$ cat src/pxc_pkg.sv
// Purpose: Shared constants for the port and external interrupt block
// Assumes: 32-bit APB register bus, 100 MHz pclk
// Notes:   Offsets are byte addresses
package pxc_pkg;
   // Timing
   localparam int CLK_NS       = 10;
   localparam int BOOT_NS      = 3_000_000;
   localparam int BOOT_CYC_DEF = BOOT_NS / CLK_NS;
   localparam int FILT_FAST    = 2;
   localparam int FILT_SLOW    = 32;
   // Memory map of the core
   localparam logic [15:0] OPT_BASE   = 16'h7F00;
   localparam logic [15:0] OPT_TOP    = 16'h7FFF;
   localparam logic [15:0] PROG_TOP   = 16'h7EFF;
   localparam int          PROG_BYTES = 32512;
   localparam logic [15:0] RESET_PC   = 16'h0000;
   localparam logic [2:0]  OPT_NBYTES = 3'h4;
   // Option byte slots inside the option area
   localparam logic [1:0] OPT_PA_PU = 2'h0;
   localparam logic [1:0] OPT_PA_OD = 2'h1;
   localparam logic [1:0] OPT_PB_OD = 2'h2;
   localparam logic [1:0] OPT_PC_PU = 2'h3;
   localparam logic [3:0] PC_PU_RST = 4'hF;
   // Interrupt vectors
   localparam logic [7:0] VEC_A = 8'h03;
   localparam logic [7:0] VEC_B = 8'h0B;
   localparam logic [7:0] VEC_C = 8'h13;
   localparam logic [7:0] VEC_D = 8'h1B;
   // Register offsets
   localparam logic [7:0] REG_PA_CTRL  = 8'h00;
   localparam logic [7:0] REG_PB_DIR   = 8'h04;
   localparam logic [7:0] REG_PB_OUT   = 8'h08;
   localparam logic [7:0] REG_PB_PULL  = 8'h0C;
   localparam logic [7:0] REG_PB_ALT   = 8'h10;
   localparam logic [7:0] REG_PC_OUT   = 8'h14;
   localparam logic [7:0] REG_IRQ_CFG  = 8'h18;
   localparam logic [7:0] REG_IRQ_PEND = 8'h1C;
   localparam logic [7:0] REG_PIN_IN   = 8'h20;
   localparam logic [7:0] REG_STATUS   = 8'h24;
   // Field positions of IRQ_CFG
   localparam int CFG_EN_LSB = 8;
   localparam int CFG_SLOW   = 12;
   // Detection modes
   typedef enum logic [1:0] {
      MODE_RISE = 2'b00,
      MODE_FALL = 2'b01,
      MODE_HIGH = 2'b10,
      MODE_LOW  = 2'b11
   } pxc_mode_t;
   localparam logic [1:0] MODE_BOTH = 2'b10;
endpackage

$ cat src/pxc_port_irq.sv
// Purpose: Port pin configuration, option loading and external interrupts
// Assumes: Pins synchronous to pclk; option memory answers in the same cycle its read strobe is high
// Notes:   Registers reached over APB, one word each
// Functional notes
// - After reset, load options for up to 3 ms, then fetch from 0000H.
// - Top 256 bytes 7F00H-7FFFH hold option data, not program.
// - Program space is 32512 bytes, 0000H to 7EFFH.
// - Inputs a and b detect rise, fall, high, low; never both edges.
// - Input c detects rise, fall or both edges; vector 13H.
// - Input d detects rise, fall or both edges; vector 1BH.
// - Port a inputs, pull-ups off in reset; option pull-ups on after.
// - Port b inputs with programmable pull-ups off during reset.
// - Port c inputs during reset with option pull-ups fixed on.
// - Port a direction set per nibble.
// - Port b direction set per bit.
// - Pull-up and CMOS or open-drain format chosen per pin.
// - Port a CMOS output pins have their pull-up provided.
// - Port b programmable pull-up works with either output format.
// - Port b alternates: serial out, serial in/bus, serial clock, timer 1 PWM.
//
// Decided for this implementation: the APB register port and the placing of the registers.
`timescale 1ns/10ps
`default_nettype none
module pxc_port_irq
   import pxc_pkg::*;
#(
   parameter int unsigned BOOT_CYC = BOOT_CYC_DEF
) (
   input  wire logic        pclk,
   input  wire logic        presetn,
   input  wire logic        psel,
   input  wire logic        penable,
   input  wire logic        pwrite,
   input  wire logic [7:0]  paddr,
   input  wire logic [31:0] pwdata,
   output logic      [31:0] prdata,
   output logic             pready,
   output logic             pslverr,
   input  wire logic [7:0]  port_a_pins_in,
   output logic      [7:0]  port_a_pins_out,
   output logic      [7:0]  port_a_pins_oe,
   output logic      [7:0]  port_a_pull,
   input  wire logic [7:0]  port_b_pins_in,
   output logic      [7:0]  port_b_pins_out,
   output logic      [7:0]  port_b_pins_oe,
   output logic      [7:0]  port_b_pull,
   input  wire logic [3:0]  port_c_in,
   output logic             port_c_bit0_out,
   output logic             port_c_bit0_oe,
   output logic      [3:0]  port_c_pull,
   output logic      [15:0] opt_addr,
   output logic             opt_rd,
   input  wire logic [7:0]  opt_data,
   output logic             fetch_en,
   output logic      [15:0] fetch_addr,
   input  wire logic [15:0] core_addr,
   output logic             core_addr_bad,
   output logic      [3:0]  irq_pend,
   output logic             irq_req,
   output logic      [7:0]  irq_vec,
   output logic             timer0_event_in,
   input  wire logic        hold_mode,
   output logic             hold_wake,
   input  wire logic        sio_dout,
   input  wire logic        sio_data_oe,
   input  wire logic        sio_clk_out,
   input  wire logic        sio_clk_oe,
   input  wire logic        pwm1_out,
   output logic             sio_din,
   output logic             sio_clk_in
);
   ////////////////////////////////////////////////////////////////////////
   typedef struct packed {
      logic [7:0]  pa_out;
      logic [1:0]  pa_dir;
      logic [7:0]  pb_dir;
      logic [7:0]  pb_out;
      logic [7:0]  pb_pull;
      logic [3:0]  pb_alt;
      logic        pc_out;
      logic [12:0] icfg;
      logic [3:0]  pend;
      logic [3:0]  pc_prev;
      logic        dfilt;
      logic [4:0]  fcnt;
      logic        boot;
      logic [19:0] bcnt;
      logic [2:0]  oidx;
      logic [7:0]  o_pa_pu;
      logic [7:0]  o_pa_od;
      logic [7:0]  o_pb_od;
      logic [3:0]  o_pc_pu;
      logic [7:0]  pa_o;
      logic [7:0]  pa_e;
      logic [7:0]  pa_p;
      logic [7:0]  pb_o;
      logic [7:0]  pb_e;
      logic [7:0]  pb_p;
      logic [3:0]  pc_p;
      logic        pc0_e;
      logic [15:0] opt_a;
      logic        opt_rd;
      logic        bad;
      logic        req;
      logic [7:0]  vec;
      logic        t0ev;
      logic        wake;
      logic        sdin;
      logic        scki;
      logic [31:0] rdata;
      logic        rdy;
      logic        err;
   } pxc_state_t;
   pxc_state_t s_r;
   pxc_state_t s_nxt;
   ////////////////////////////////////////////////////////////////////////
   // Edge and level detectors
   function automatic logic det4(input logic [1:0] m, input logic p, input logic c);
      case (m)
         MODE_RISE: det4 = ~p & c;
         MODE_FALL: det4 = p & ~c;
         MODE_HIGH: det4 = c;
         default:   det4 = ~c;
      endcase
   endfunction
   function automatic logic det3(input logic [1:0] m, input logic p, input logic c);
      case (m)
         MODE_RISE: det3 = ~p & c;
         MODE_FALL: det3 = p & ~c;
         MODE_BOTH: det3 = p ^ c;
         default:   det3 = 1'b0;
      endcase
   endfunction
   function automatic logic in_prog(input logic [15:0] a);
      in_prog = (a <= PROG_TOP);
   endfunction
   ////////////////////////////////////////////////////////////////////////
   logic [3:0] evt;
   logic [3:0] en;
   logic       setup;
   logic       wr;
   logic [4:0] fneed;
   logic [7:0] pb_src;
   logic [7:0] pb_drv;
   logic [3:0] live;
   always_comb begin
      s_nxt = s_r;
      en    = s_r.icfg[CFG_EN_LSB +: 4];
      setup = psel & ~penable;
      wr    = psel & penable & s_r.rdy & pwrite;
      // Option loader: fixed-length load window, then fetch from the reset vector
      if (!s_r.boot) begin
         s_nxt.bcnt = s_r.bcnt + 20'h0_0001;
         if (s_r.oidx < OPT_NBYTES) begin
            s_nxt.opt_rd = 1'b1;
            s_nxt.opt_a  = OPT_BASE + {13'h0000, s_r.oidx};
            s_nxt.oidx   = s_r.oidx + 3'h1;
         end else begin
            s_nxt.opt_rd = 1'b0;
         end
         if (s_r.opt_rd) begin
            case (s_r.opt_a[1:0])
               OPT_PA_PU: s_nxt.o_pa_pu = opt_data;
               OPT_PA_OD: s_nxt.o_pa_od = opt_data;
               OPT_PB_OD: s_nxt.o_pb_od = opt_data;
               default:   s_nxt.o_pc_pu = opt_data[3:0];
            endcase
         end
         if (s_r.bcnt >= BOOT_CYC[19:0] - 20'h0_0001 && s_r.oidx == OPT_NBYTES && !s_r.opt_rd) begin
            s_nxt.boot = 1'b1;
         end
      end
      s_nxt.bad = ~in_prog(core_addr);
      // Noise filter on input d
      fneed = s_r.icfg[CFG_SLOW] ? 5'(FILT_SLOW - 1) : 5'(FILT_FAST - 1);
      if (port_c_in[3] != s_r.dfilt) begin
         if (s_r.fcnt >= fneed) begin
            s_nxt.dfilt = port_c_in[3];
            s_nxt.fcnt  = 5'h00;
         end else begin
            s_nxt.fcnt = s_r.fcnt + 5'h01;
         end
      end else begin
         s_nxt.fcnt = 5'h00;
      end
      s_nxt.pc_prev = port_c_in;
      evt[0] = det4(s_r.icfg[1:0], s_r.pc_prev[0], port_c_in[0]);
      evt[1] = det4(s_r.icfg[3:2], s_r.pc_prev[1], port_c_in[1]);
      evt[2] = det3(s_r.icfg[5:4], s_r.pc_prev[2], port_c_in[2]);
      evt[3] = det3(s_r.icfg[7:6], s_r.dfilt, s_nxt.dfilt);
      s_nxt.t0ev = s_r.pc_prev[2] ^ port_c_in[2];
      s_nxt.wake = hold_mode & evt[1];
      // Pending flags: acknowledge by write-one-to-clear, a new event wins
      s_nxt.pend = s_r.pend;
      if (wr && paddr == REG_IRQ_PEND) begin
         s_nxt.pend = s_r.pend & ~pwdata[3:0];
      end
      s_nxt.pend = s_nxt.pend | (evt & en);
      live       = s_nxt.pend & en;
      s_nxt.req  = |live;
      if (live[0]) begin
         s_nxt.vec = VEC_A;
      end else if (live[1]) begin
         s_nxt.vec = VEC_B;
      end else if (live[2]) begin
         s_nxt.vec = VEC_C;
      end else if (live[3]) begin
         s_nxt.vec = VEC_D;
      end else begin
         s_nxt.vec = 8'h00;
      end
      // Register writes
      if (wr) begin
         case (paddr)
            REG_PA_CTRL: begin
               s_nxt.pa_out = pwdata[7:0];
               s_nxt.pa_dir = pwdata[9:8];
            end
            REG_PB_DIR:  s_nxt.pb_dir  = pwdata[7:0];
            REG_PB_OUT:  s_nxt.pb_out  = pwdata[7:0];
            REG_PB_PULL: s_nxt.pb_pull = pwdata[7:0];
            REG_PB_ALT:  s_nxt.pb_alt  = pwdata[3:0];
            REG_PC_OUT:  s_nxt.pc_out  = pwdata[0];
            REG_IRQ_CFG: s_nxt.icfg    = pwdata[12:0];
            default:     s_nxt.pc_out  = s_r.pc_out;
         endcase
      end
      // Port a: nibble direction, per-bit format and pull-up
      for (int i = 0; i < 8; i++) begin
         s_nxt.pa_e[i] = s_r.pa_dir[i / 4] & (~s_r.o_pa_od[i] | ~s_r.pa_out[i]);
      end
      s_nxt.pa_o = s_r.pa_out & ~s_r.o_pa_od;
      s_nxt.pa_p = s_r.boot ? (s_r.o_pa_pu | ~s_r.o_pa_od) : 8'h00;
      // Port b: alternate functions override the port latch
      pb_src    = s_r.pb_out;
      pb_drv    = s_r.pb_dir;
      if (s_r.pb_alt[0]) begin
         pb_src[0] = sio_dout;
         pb_drv[0] = 1'b1;
      end
      if (s_r.pb_alt[1]) begin
         pb_src[1] = sio_dout;
         pb_drv[1] = sio_data_oe;
      end
      if (s_r.pb_alt[2]) begin
         pb_src[2] = sio_clk_out;
         pb_drv[2] = sio_clk_oe;
      end
      if (s_r.pb_alt[3]) begin
         pb_src[7] = pwm1_out;
         pb_drv[7] = 1'b1;
      end
      s_nxt.pb_e  = pb_drv & (~s_r.o_pb_od | ~pb_src);
      s_nxt.pb_o  = pb_src & ~s_r.o_pb_od;
      s_nxt.pb_p  = s_r.boot ? s_r.pb_pull : 8'h00;
      s_nxt.sdin  = port_b_pins_in[1];
      s_nxt.scki  = port_b_pins_in[2];
      // Port c: bit 0 is open drain, pull-ups hold their reset value until loaded
      s_nxt.pc0_e = ~s_r.pc_out;
      s_nxt.pc_p  = s_r.boot ? s_r.o_pc_pu : s_r.pc_p;
      // APB answer: ready in the first access cycle
      s_nxt.rdy   = setup;
      s_nxt.err   = 1'b0;
      s_nxt.rdata = 32'h0000_0000;
      if (setup) begin
         case (paddr)
            REG_PA_CTRL:  s_nxt.rdata = {22'h00_0000, s_r.pa_dir, s_r.pa_out};
            REG_PB_DIR:   s_nxt.rdata = {24'h00_0000, s_r.pb_dir};
            REG_PB_OUT:   s_nxt.rdata = {24'h00_0000, s_r.pb_out};
            REG_PB_PULL:  s_nxt.rdata = {24'h00_0000, s_r.pb_pull};
            REG_PB_ALT:   s_nxt.rdata = {28'h000_0000, s_r.pb_alt};
            REG_PC_OUT:   s_nxt.rdata = {31'h0000_0000, s_r.pc_out};
            REG_IRQ_CFG:  s_nxt.rdata = {19'h0_0000, s_r.icfg};
            REG_IRQ_PEND: s_nxt.rdata = {28'h000_0000, s_r.pend};
            REG_PIN_IN:   s_nxt.rdata = {12'h000, port_c_in, port_b_pins_in, port_a_pins_in};
            REG_STATUS:   s_nxt.rdata = {31'h0000_0000, s_r.boot};
            default:      s_nxt.err   = 1'b1;
         endcase
      end
   end

   always_ff @(posedge pclk or negedge presetn) begin
      if (!presetn) begin
         s_r      <= '0;
         s_r.pc_p <= PC_PU_RST;
         s_r.pc_prev <= PC_PU_RST; // Pins idle high under their pull-ups
         s_r.dfilt   <= PC_PU_RST[3];
      end else begin
         s_r <= s_nxt;
      end
   end

   ////////////////////////////////////////////////////////////////////////
   assign prdata          = s_r.rdata;
   assign pready          = s_r.rdy;
   assign pslverr         = s_r.err;
   assign port_a_pins_out = s_r.pa_o;
   assign port_a_pins_oe  = s_r.pa_e;
   assign port_a_pull     = s_r.pa_p;
   assign port_b_pins_out = s_r.pb_o;
   assign port_b_pins_oe  = s_r.pb_e;
   assign port_b_pull     = s_r.pb_p;
   assign port_c_bit0_out = 1'b0;
   assign port_c_bit0_oe  = s_r.pc0_e;
   assign port_c_pull     = s_r.pc_p;
   assign opt_addr        = s_r.opt_a;
   assign opt_rd          = s_r.opt_rd;
   assign fetch_en        = s_r.boot;
   assign fetch_addr      = RESET_PC;
   assign core_addr_bad   = s_r.bad;
   assign irq_pend        = s_r.pend;
   assign irq_req         = s_r.req;
   assign irq_vec         = s_r.vec;
   assign timer0_event_in = s_r.t0ev;
   assign hold_wake       = s_r.wake;
   assign sio_din         = s_r.sdin;
   assign sio_clk_in      = s_r.scki;
endmodule
`default_nettype wire

$ cat config.mk
export PLATFORM = sky130hd
export DESIGN_NAME = pxc_port_irq
export DESIGN_NICKNAME = d
export VERILOG_FILES = /design/src/pxc_pkg.sv /design/src/pxc_port_irq.sv
export SDC_FILE = /design/constraint.sdc
export NUM_CORES = 1
export LEC_CHECK = 0
export BUFFER_PORTS_ARGS = -buffer_cell sky130_fd_sc_hd__clkbuf_2
export CAP_MARGIN = 20
export CORE_MARGIN = 8
export CORE_UTILIZATION = 25
export DETAILED_ROUTE_END_ITERATION = 8
export PLACE_DENSITY_LB_ADDON = 0.12
export SKIP_LAST_GASP = 1
export SLEW_MARGIN = 20
export SYNTH_ARGS = -nofsm -noshare
export SYNTH_HDL_FRONTEND = slang
export SYNTH_SLANG_ARGS = --single-unit
$ cat constraint.sdc
create_clock -name pclk -period 2.5 [get_ports pclk]
set_input_delay 0.25 -clock pclk [delete_from_list [all_inputs] [get_ports pclk]]
set_output_delay 0.25 -clock pclk [all_outputs]
set_load 0.005 [all_outputs]
==> results.sh, run 1 <==
export IMPL_clock_latency_ps=530
export IMPL_worstHoldStart="pwdata[7]"
export IMPL_drv_cap=0
export IMPL_status="finished with violations"
export IMPL_grt_pass1_vias=6701
export IMPL_track_usage=0.1243
export IMPL_rr_startpoint="s_r[196]"
export IMPL_start_util=0.2534
export IMPL_ys_seq_elements=206
export IMPL_drc_errors=0
export IMPL_io_buffers=168
export IMPL_instances_no_fill=1487
export IMPL_holdPathStages=2
export IMPL_cts_sinks=206
export IMPL_path_clk_slew_ps=60
export IMPL_grt_setup_unrepaired="true"
export IMPL_vias=6097
export IMPL_r2r_end="irq_req"
export IMPL_dpl_cell_count=1405
export IMPL_clockBufferDepth=3
export IMPL_required_ps=2880
export IMPL_irDropWorstVdd_uv=401.8
export IMPL_finalWirelength_um=27800
export IMPL_whs_ps=43.31
export IMPL_critPathMaxFanout=4
export IMPL_hold_viol=0
export IMPL_seq_area_frac_synth=0.5425
export IMPL_yosysMostFrequentCell="dfrtp_1"
export IMPL_dr_pass1_iters=4
export IMPL_netlist_area_leader_share=0.5204
export IMPL_setup_viol=4
export IMPL_wire_per_inst_um=18.69
export IMPL_fp_dieW_um=211.1
export IMPL_clock_root_buffer="clkbuf_16"
export IMPL_synth_area_um2=9520
export IMPL_register_area_um2=5165
export IMPL_grt_remaining_overflow=0
export IMPL_die_area_um2=44580
export IMPL_critical_path_class="reg -> reg"
export IMPL_max_freq_mhz=376.1
export IMPL_ant_nets=0
export IMPL_drv_slew=0
export IMPL_synth_top_area_cell="dfrtp_1"
export IMPL_place_hpwl_um=20580
export IMPL_postSynthCellCount=802
export IMPL_startpoint_type="flip-flop"
export IMPL_hold_class="in -> reg"
export IMPL_worst_pin_slew_ps=543.0
export IMPL_die_h_um=211.1
export IMPL_synth_area_top_cells="dfrtp_1, buf_4, mux2_2"
export IMPL_violations="setup timing"
export IMPL_endpoint="irq_req"
export IMPL_fin_setup_tns_ps=-600.4
export IMPL_grt_pass1_wl_um=42810
export IMPL_multi_input_area_um2=3446
export IMPL_nFillCells=3874
export IMPL_core_area_um2=37580
export IMPL_syn_avg_cell_area_um2=11.87
export IMPL_drt_iter0_markers=234
export IMPL_fin_crit_ps=2659
export IMPL_synthTopCellsByCount="dfrtp_1, buf_4, mux2_2"
export IMPL_cp_end_kind="flip-flop"
export IMPL_htreeDepth=1
export IMPL_syn2layout_area_growth_pct=24.00
export IMPL_synth_edff_count=0
export IMPL_fin_nets=1062
export IMPL_gp_congestion=0.7410
export IMPL_grt_max_degree=65
export IMPL_antenna_found_initial=2
export IMPL_regToRegSetupSlack_ps=-160
export IMPL_utilization=0.3142
export IMPL_layout_setup_ws_ps=-159.2
export IMPL_rows=71
export IMPL_cp_data_arrival_time_ps=3040
export IMPL_reg2reg_depth=12
export IMPL_synth_cell_type_count=61
export IMPL_layout_drive_gt1_share=0.3658
export IMPL_antennaDiodeCount=0
export IMPL_yosysWarnings=0
export IMPL_synth_ff_type="dfrtp_1"
export IMPL_cts_buffers_inserted=26
export IMPL_clock_skew_ps=9.930
export IMPL_p_leak_nw=5.743
export IMPL_crit_start="s_r[196]"
export IMPL_relSlewSlack=0.6367
export IMPL_post_place_ws_ps=-156.4
export IMPL_cts_tree="done"
export IMPL_p_per_area_nw_per_um2=677.9
export IMPL_finalCritPeriodShare=1.064
export IMPL_io_pins=235
export IMPL_via_per_inst=4.100
export IMPL_synth_async_reset_ratio=1.000
[worst max-delay path, stage by stage (launching register included)]
cell and delay, ps:
dfrtp_1 390, inv_2 120, ha_4 210, a21oi_2 140, o21ai_2 70, a21oi_2 160
mux2_4 330, ha_4 260, inv_2 20, mux2i_1 160, o21ai_2 100, a221oi_4 410
nand4b_1 130
[power breakdown]
group / total, mW / switching [mW] / internal [mW] / leakage [nW]
Clock: 4.18 / 1.49 / 2.69 / 0.473
Combinational: 0.400 / 0.233 / 0.167 / 2.56
Sequential: 3.42 / 0.0366 / 3.39 / 2.71
Total: 8.00 / 1.76 / 6.24 / 5.74
[registers in the layout (all words and copies together), names as in the netlist, 3 cells and up]
register,count
s_r,100
irq_vec,3
port_a_pins_out,8
opt_addr,4
port_b_pins_out,8
port_b_pins_oe,8
pb_src,4
en,4
port_c_pull,4
pb_drv,4
port_b_pull,8
port_a_pull,8
prdata,20
port_a_pins_oe,8
irq_pend,4
[placed cells by master, fill, tap and decap left out, types with 7 or more instances in the layout]
master,n
nand2_1,51
mux2_1,12
dfstp_2,8
nor2b_1,13
xor2_1,14
a21boi_0,12
clkbuf_2,167
a22o_1,8
nand3_1,13
and2_1,13
nand4_1,8
and3_1,16
conb_1,39
a21oi_1,19
clkbuf_8,7
dlygate4sd3_1,32
o21ai_0,19
clkbuf_16,27
mux2i_1,8
nor2_1,29
inv_1,19
mux2_2,72
buf_4,31
ha_1,8
xnor2_1,14
nand2b_1,8
a22oi_1,9
dfrtp_1,198
[per-layer routing]
layer  vias to the layer above  GRT usage  routed length, um
met3                        34    0.02344               1261
met1                      3005     0.1672              12550
met2                       130     0.2047              13530
li1                       2926          -                  -
met4                         2    0.02823                444
met5                         -          0                 13
[cell families (layout without fill, tap and decap cells)]
logic type | Yosys count | count (layout) | share of synthesized area
flops | 206 | 206 | 0.5425
simple gates | 184 | 184 | 0.1093
buf+inv | 170 | 306 | 0.1188
compound gates | 109 | 109 | 0.07978
mux | 93 | 93 | 0.1090
xor+xnor | 28 | 28 | 0.02576
fa+ha+maj | 11 | 11 | 0.01446
other cells | 1 | 39 | 0.0003939
[worst min-delay path by stage]
stage | slack (ps) | end
after CTS | 20 | s_r[191]
final | 40 | s_r[191]
after floorplan | -50 | core_addr_bad
after global placement | 230 | port_a_pins_out[4]
after detailed placement | 220 | s_r[134]
after global routing | 30 | s_r[191]
[stage by stage]
| step | power, mW | cell area, um2 |
|---|---|---|
| after floorplan | 3.649 | 9719 |
| final | 8.003 | 11810 |
| after detailed placement | 3.854 | 10500 |
| after global routing | 8.330 | 11810 |
| after global placement | 3.854 | 10500 |
| after CTS | 8.165 | 11810 |
[final cells by class]
cell class,instances,area share
flip-flops and latches,206,0.4375
multi-input cells,464,0.2919
repair buffers,236,0.1274
clock buffers,37,0.06635
well taps,511,0.05416
clock inverters,11,0.01569
inverters,22,0.006995
[timing repair]
item                       in CTS  in global routing
pin swaps                       7                  3
hold buffers                   32                  0
gates resized for setup         2                  0
buffers inserted                2                  0
setup endpoints to repair       4                  5
hold endpoints to repair       97                  0
Note: power is estimated with default switching activity, not from simulation.
==> inputs of run 2 (changes only) <==
Settings changed: MAX_ROUTING_LAYER set to met4.
==> run 2 against run 1 <==
Effect of this change:
- the run still ends with setup timing left
- critical endpoint unchanged
- setup slack better by 16 ps
- non-clock buffer count did not move
- cell area hardly changed
- sequential power is essentially flat
- first-iteration DRC count grew 11%
- critical path depth is the same
- count of clock-buffer cells in the layout unchanged
- largest cell class unchanged
- global-route usage grew 0.38 points
- register-to-register slack improved by 20 ps
- largest power group unchanged
- power about the same
- clock skew hardly changed
==> results.sh, run 2 (synthesis gave the netlist of run 1 again) <==
export IMPL_fin_nets=1062
export IMPL_core_area_um2=37580
export IMPL_regToRegSetupSlack_ps=-140
export IMPL_syn2layout_area_growth_pct=24.05
export IMPL_cts_buffers_inserted=26
export IMPL_regMostFlops="s_r"
export IMPL_die_area_um2=44580
export IMPL_rows=71
export IMPL_p_per_area_nw_per_um2=677.6
export IMPL_combPwrFrac=0.050
export IMPL_cp_end_kind="flip-flop"
export IMPL_io_pins=235
export IMPL_htreeDepth=1
export IMPL_vias=6076
export IMPL_p_leak_nw=5.743
export IMPL_grt_setup_unrepaired="true"
export IMPL_antenna_found_initial=3
export IMPL_grt_max_degree=65
export IMPL_seqPwrFrac=0.428
export IMPL_hold_viol=0
export IMPL_violations="setup timing"
export IMPL_setup_viol=4
export IMPL_swShare=0.2202
export IMPL_io_buffers=168
export IMPL_worst_pin_slew_ps=576.9
export IMPL_grt_pass1_vias=6696
export IMPL_critPathMaxFanout=4
export IMPL_critical_path_class="reg -> reg"
export IMPL_place_area_um2=10500
export IMPL_clock_skew_ps=10.33
export IMPL_nFillCells=3874
export IMPL_die_h_um=211.1
export IMPL_grt_remaining_overflow=0
export IMPL_hold_class="in -> reg"
export IMPL_ant_nets=0
export IMPL_drt_iter0_markers=260
export IMPL_layout_common_cells="dfrtp_1, clkbuf_2, mux2_2"
export IMPL_multi_input_area_um2=3446
export IMPL_fp_dieW_um=211.1
export IMPL_finalCritPeriodShare=1.057
export IMPL_p_switching_mw=1.763
export IMPL_finalWirelength_um=27830
export IMPL_drv_slew=0
export IMPL_register_area_um2=5165
export IMPL_required_ps=2880
export IMPL_via_per_inst=4.081
export IMPL_track_usage=0.1282
export IMPL_clock_root_buffer="clkbuf_16"
export IMPL_fin_crit_ps=2643
export IMPL_grt_pass1_wl_um=42880
export IMPL_cts_sinks=206
export IMPL_clock_latency_ps=530
export IMPL_design_area_um2=11810
export IMPL_dr_pass1_iters=4
export IMPL_layout_setup_ws_ps=-143.3
export IMPL_gp_congestion=0.7503
export IMPL_irDropWorstVdd_uv=402.5
export IMPL_largest_register_ffs=100
export IMPL_p_clk_frac=0.522
export IMPL_wire_per_inst_um=18.69
export IMPL_whs_ps=44.42
export IMPL_p_int_mw=6.240
export IMPL_clockBufferDepth=3
export IMPL_status="finished with violations"
export IMPL_startpoint_type="flip-flop"
export IMPL_drv_cap=0
export IMPL_drc_errors=0
export IMPL_layout_drive_gt1_share=0.3658
export IMPL_path_clk_slew_ps=60
export IMPL_place_hpwl_um=20580
export IMPL_cts_tree="done"
export IMPL_max_freq_mhz=378.3
export IMPL_layout_commonest_cell="dfrtp_1"
export IMPL_relSlewSlack=0.6140
export IMPL_cp_data_arrival_time_ps=3030
export IMPL_start_util=0.2534
-- run 2: power groups by stage --
| stage | combinational, mW | clock (mW) | sequential [mW] |
|---|---|---|---|
| 3_3_place_gp | 0.369 | 0 | 3.48 |
| 6_report | 0.401 | 4.18 | 3.42 |
| 5_1_grt | 0.453 | 4.45 | 3.43 |
| 3_5_place_dp | 0.369 | 0 | 3.49 |
| 4_1_cts | 0.412 | 4.33 | 3.43 |
| 2_1_floorplan | 0.173 | 0 | 3.48 |
-- run 2: layout make-up --
| cell class | count | area share |
|---|---|---|
| diodes | 2 | 0.0004238 |
| repair buffers | 236 | 0.1273 |
| clock buffers | 37 | 0.06632 |
| clock inverters | 11 | 0.01568 |
| inverters | 22 | 0.006992 |
| multi-input cells | 464 | 0.2918 |
| flip-flops and latches | 206 | 0.4373 |
| well taps | 511 | 0.05414 |
-- run 2: path summary, 6_finish.rpt --
check                                from  cells past startpoint                  to
worst max-delay path             s_r[196]                     12             irq_req
worst min-delay path            pwdata[7]                      2            s_r[191]
worst max register to register   s_r[196]                     12             irq_req
worst min register to register   s_r[125]                      1  port_b_pins_out[3]
max in group asynchronous         presetn                      3            s_r[175]
min in group asynchronous         presetn                      2            s_r[144]
-- run 2: per-stage QoR --
step	setup TNS (ps)	total power [mW]	std cells	util	setup WS [ps]
2_1_floorplan	0	3.649	840	-	11.38
3_3_place_gp	-591.3	3.854	1405	0.2794	-163.5
3_5_place_dp	-588.0	3.854	1405	0.2794	-156.4
4_1_cts	-614.7	8.165	1487	0.3142	-162.3
5_1_grt	-1433	8.334	1489	0.3143	-342.9
6_report	-536.6	8.003	1489	0.3143	-143.3
-- run 2: critical path, cell delays in order, from the launching register on --
cell and delay [ps]:
dfrtp_1 390, inv_2 120, ha_4 210, a21oi_2 140
o21ai_2 70, a21oi_2 160, mux2_4 330, ha_4 260
inv_2 20, mux2i_1 160, o21ai_2 100, a221oi_4 400
nand4b_1 130
-- run 2: timing repair --
item | 4_1_cts | 5_1_grt
hold buffers | 32 | 0
hold endpoints to repair | 97 | 0
pin swaps | 7 | 3
endpoints found under the setup margin | 4 | 5
setup buffers | 2 | 0
resized for setup | 2 | 0
-- run 2: layer usage --
| metal | vias up | share of wire | track usage |
|---|---|---|---|
| met3 | 31 | 0.042 | 0.02062 |
| met5 | - | 0 | - |
| met1 | 2983 | 0.46 | 0.1695 |
| met2 | 130 | 0.48 | 0.2047 |
| li1 | 2932 | - | - |
| met4 | 0 | 0.016 | 0.02823 |
==> inputs of run 3 (changes only) <==
Settings changed: CTS_BUF_LIST set to sky130_fd_sc_hd__clkbuf_4.
==> run 3 against run 2 <==
Effect of this change:
- the run still ends with setup timing left
- register-to-register slack lost 110 ps
- sequential power is essentially flat
- clock skew grew 61 ps
- global-route usage grew 0.54 points
- routed wire length grew 2.3%
- cell area grew 1.7%
- die area is the same
- utilization grew 0.55 points
- critical endpoint unchanged
- largest power group is now sequential cells
==> results.sh, run 3 (synthesis gave the netlist of run 1 again) <==
export IMPL_p_leak_nw=5.923
export IMPL_drc_errors=0
export IMPL_layout_setup_ws_ps=-254.0
export IMPL_register_area_um2=5165
export IMPL_layout_commonest_cell="dfrtp_1"
export IMPL_cp_end_kind="flip-flop"
export IMPL_layout_common_cells="dfrtp_1, clkbuf_2, clkbuf_4"
export IMPL_p_per_area_nw_per_um2=602.0
export IMPL_finalCritPeriodShare=1.102
export IMPL_clock_root_buffer="clkbuf_4"
export IMPL_vias=6443
export IMPL_track_usage=0.1335
export IMPL_startpoint_type="flip-flop"
export IMPL_required_ps=3080
export IMPL_largest_register_ffs=100
export IMPL_syn2layout_area_growth_pct=26.21
export IMPL_utilization=0.3197
export IMPL_clockBufferDepth=3
export IMPL_dr_pass1_iters=4
export IMPL_grt_setup_unrepaired="true"
export IMPL_fp_dieW_um=211.1
export IMPL_path_clk_slew_ps=70
export IMPL_rows=71
export IMPL_grt_pass1_vias=7102
export IMPL_hold_viol=0
export IMPL_cts_tree="done"
export IMPL_io_buffers=168
export IMPL_fin_setup_tns_ps=-920.0
export IMPL_wire_per_inst_um=17.93
export IMPL_place_hpwl_um=20580
export IMPL_critical_path_class="reg -> reg"
export IMPL_htreeDepth=2
export IMPL_drv_slew=0
export IMPL_layout_drive_gt1_share=0.3883
export IMPL_fin_nets=1129
export IMPL_irDropWorstVdd_uv=299.7
export IMPL_drv_cap=0
export IMPL_drt_iter0_markers=212
export IMPL_post_place_ws_ps=-156.4
export IMPL_setup_viol=4
export IMPL_critPathMaxFanout=4
export IMPL_rr_startpoint="s_r[196]"
export IMPL_ant_nets=0
export IMPL_worstHoldStart="paddr[4]"
export IMPL_grt_max_degree=65
export IMPL_worst_pin_slew_ps=567.0
export IMPL_clock_skew_ps=71.58
export IMPL_io_pins=235
export IMPL_path_cells="inv_2 -> ha_4 -> a21oi_2 -> o21ai_2 -> a21oi_2 -> mux2_4 -> ha_4 -> inv_2 -> mux2i_1 -> o21ai_2 -> a221oi_4 -> nand4b_1"
export IMPL_status="finished with violations"
export IMPL_cts_buffers_inserted=60
export IMPL_cpPeakStageDelay_ps=430
export IMPL_via_per_inst=4.057
export IMPL_max_freq_mhz=363.1
export IMPL_antenna_found_initial=4
export IMPL_crit_path_top_delay_cell="a221oi_4"
export IMPL_whs_ps=111.1
export IMPL_gp_congestion=0.7503
export IMPL_regMostFlops="s_r"
export IMPL_core_area_um2=37580
export IMPL_cts_sinks=206
export IMPL_multi_input_area_um2=3450
export IMPL_grt_remaining_overflow=0
export IMPL_violations="setup timing"
export IMPL_grt_pass1_wl_um=43990
export IMPL_die_h_um=211.1
export IMPL_relSlewSlack=0.6206
export IMPL_clock_latency_ps=780
export IMPL_cp_data_arrival_time_ps=3330
export IMPL_hold_class="in -> reg"
export IMPL_nFillCells=3919
export IMPL_fin_crit_ps=2754
export IMPL_die_area_um2=44580
export IMPL_start_util=0.2534
export IMPL_crit_start="s_r[196]"
export IMPL_finalWirelength_um=28480
[run 3: cell types whose count changed in the layout (fill, tap and decap cells not counted), sizes merged]
| cell | change |
|---|---|
| inv | +1 |
| clkinvlp | -2 |
| bufinv | -4 |
| clkbuf | +60 |
| diode | +1 |
| dlygate4sd3 | +32 |
| buf | +1 |
| clkinv | +10 |
[run 3: what timing repair did]
item / in CTS / in global routing
endpoints found under the hold margin: 326 / 0
pin swaps: 7 / 5
hold buffers: 65 / 0
gates resized for setup: 2 / 1
endpoints found under the setup margin: 4 / 5
setup buffers: 2 / 0
[run 3: power by group]
part | switching [mW] | internal (mW) | total, mW
combinational | 0.243 | 0.198 | 0.440
clock | 1.52 | 1.85 | 3.37
sequential | 0.0367 | 3.39 | 3.42
[run 3: worst paths after layout]
| path | to | slack [ps] | depth (start not counted) |
|---|---|---|---|
| worst max register to register | irq_req | -250 | 12 |
| worst min-delay path | prdata[3] | 110 | 4 |
| worst min register to register | port_b_pins_out[3] | 430 | 1 |
| worst max-delay path | irq_req | -250 | 12 |
| min in group asynchronous | irq_pend[2] | 500 | 3 |
| max in group asynchronous | timer0_event_in | 1390 | 4 |
[run 3: final cells by class]
class / instances / share of cell area
Antenna cell: 3 / 0.0006248
Clock buffer: 97 / 0.06061
Clock inverter: 16 / 0.007602
Inverter: 22 / 0.006873
Multi-Input combinational cell: 464 / 0.2871
Sequential cell: 206 / 0.4299
Tap cell: 511 / 0.05321
Timing Repair Buffer: 269 / 0.1541
[run 3: per-layer routing]
metal | up-vias | global-route usage | part of all wire
met5 | - | - | 0
met2 | 150 | 0.2084 | 0.48
met4 | 0 | 0.04971 | 0.022
met3 | 47 | 0.03012 | 0.046
li1 | 3116 | - | -
met1 | 3130 | 0.1676 | 0.45
[run 3: worst max-delay path: cells and delay by family, from the launching register on]
kind            cells  cell delay [ps]
simple gates        1              140
buf+inv             2              140
fa+ha+maj           2              470
mux                 2              490
flops               1              390
compound gates      5              900
[run 3: per-stage QoR]
stage | area [um2] | std cells | total power, mW
after detailed placement | 10500 | 1405 | 3.854
after CTS | 12000 | 1585 | 7.434
after global routing | 12020 | 1588 | 7.653
after floorplan | 9719 | 840 | 3.649
final | 12020 | 1588 | 7.233
after global placement | 10500 | 1405 | 3.854
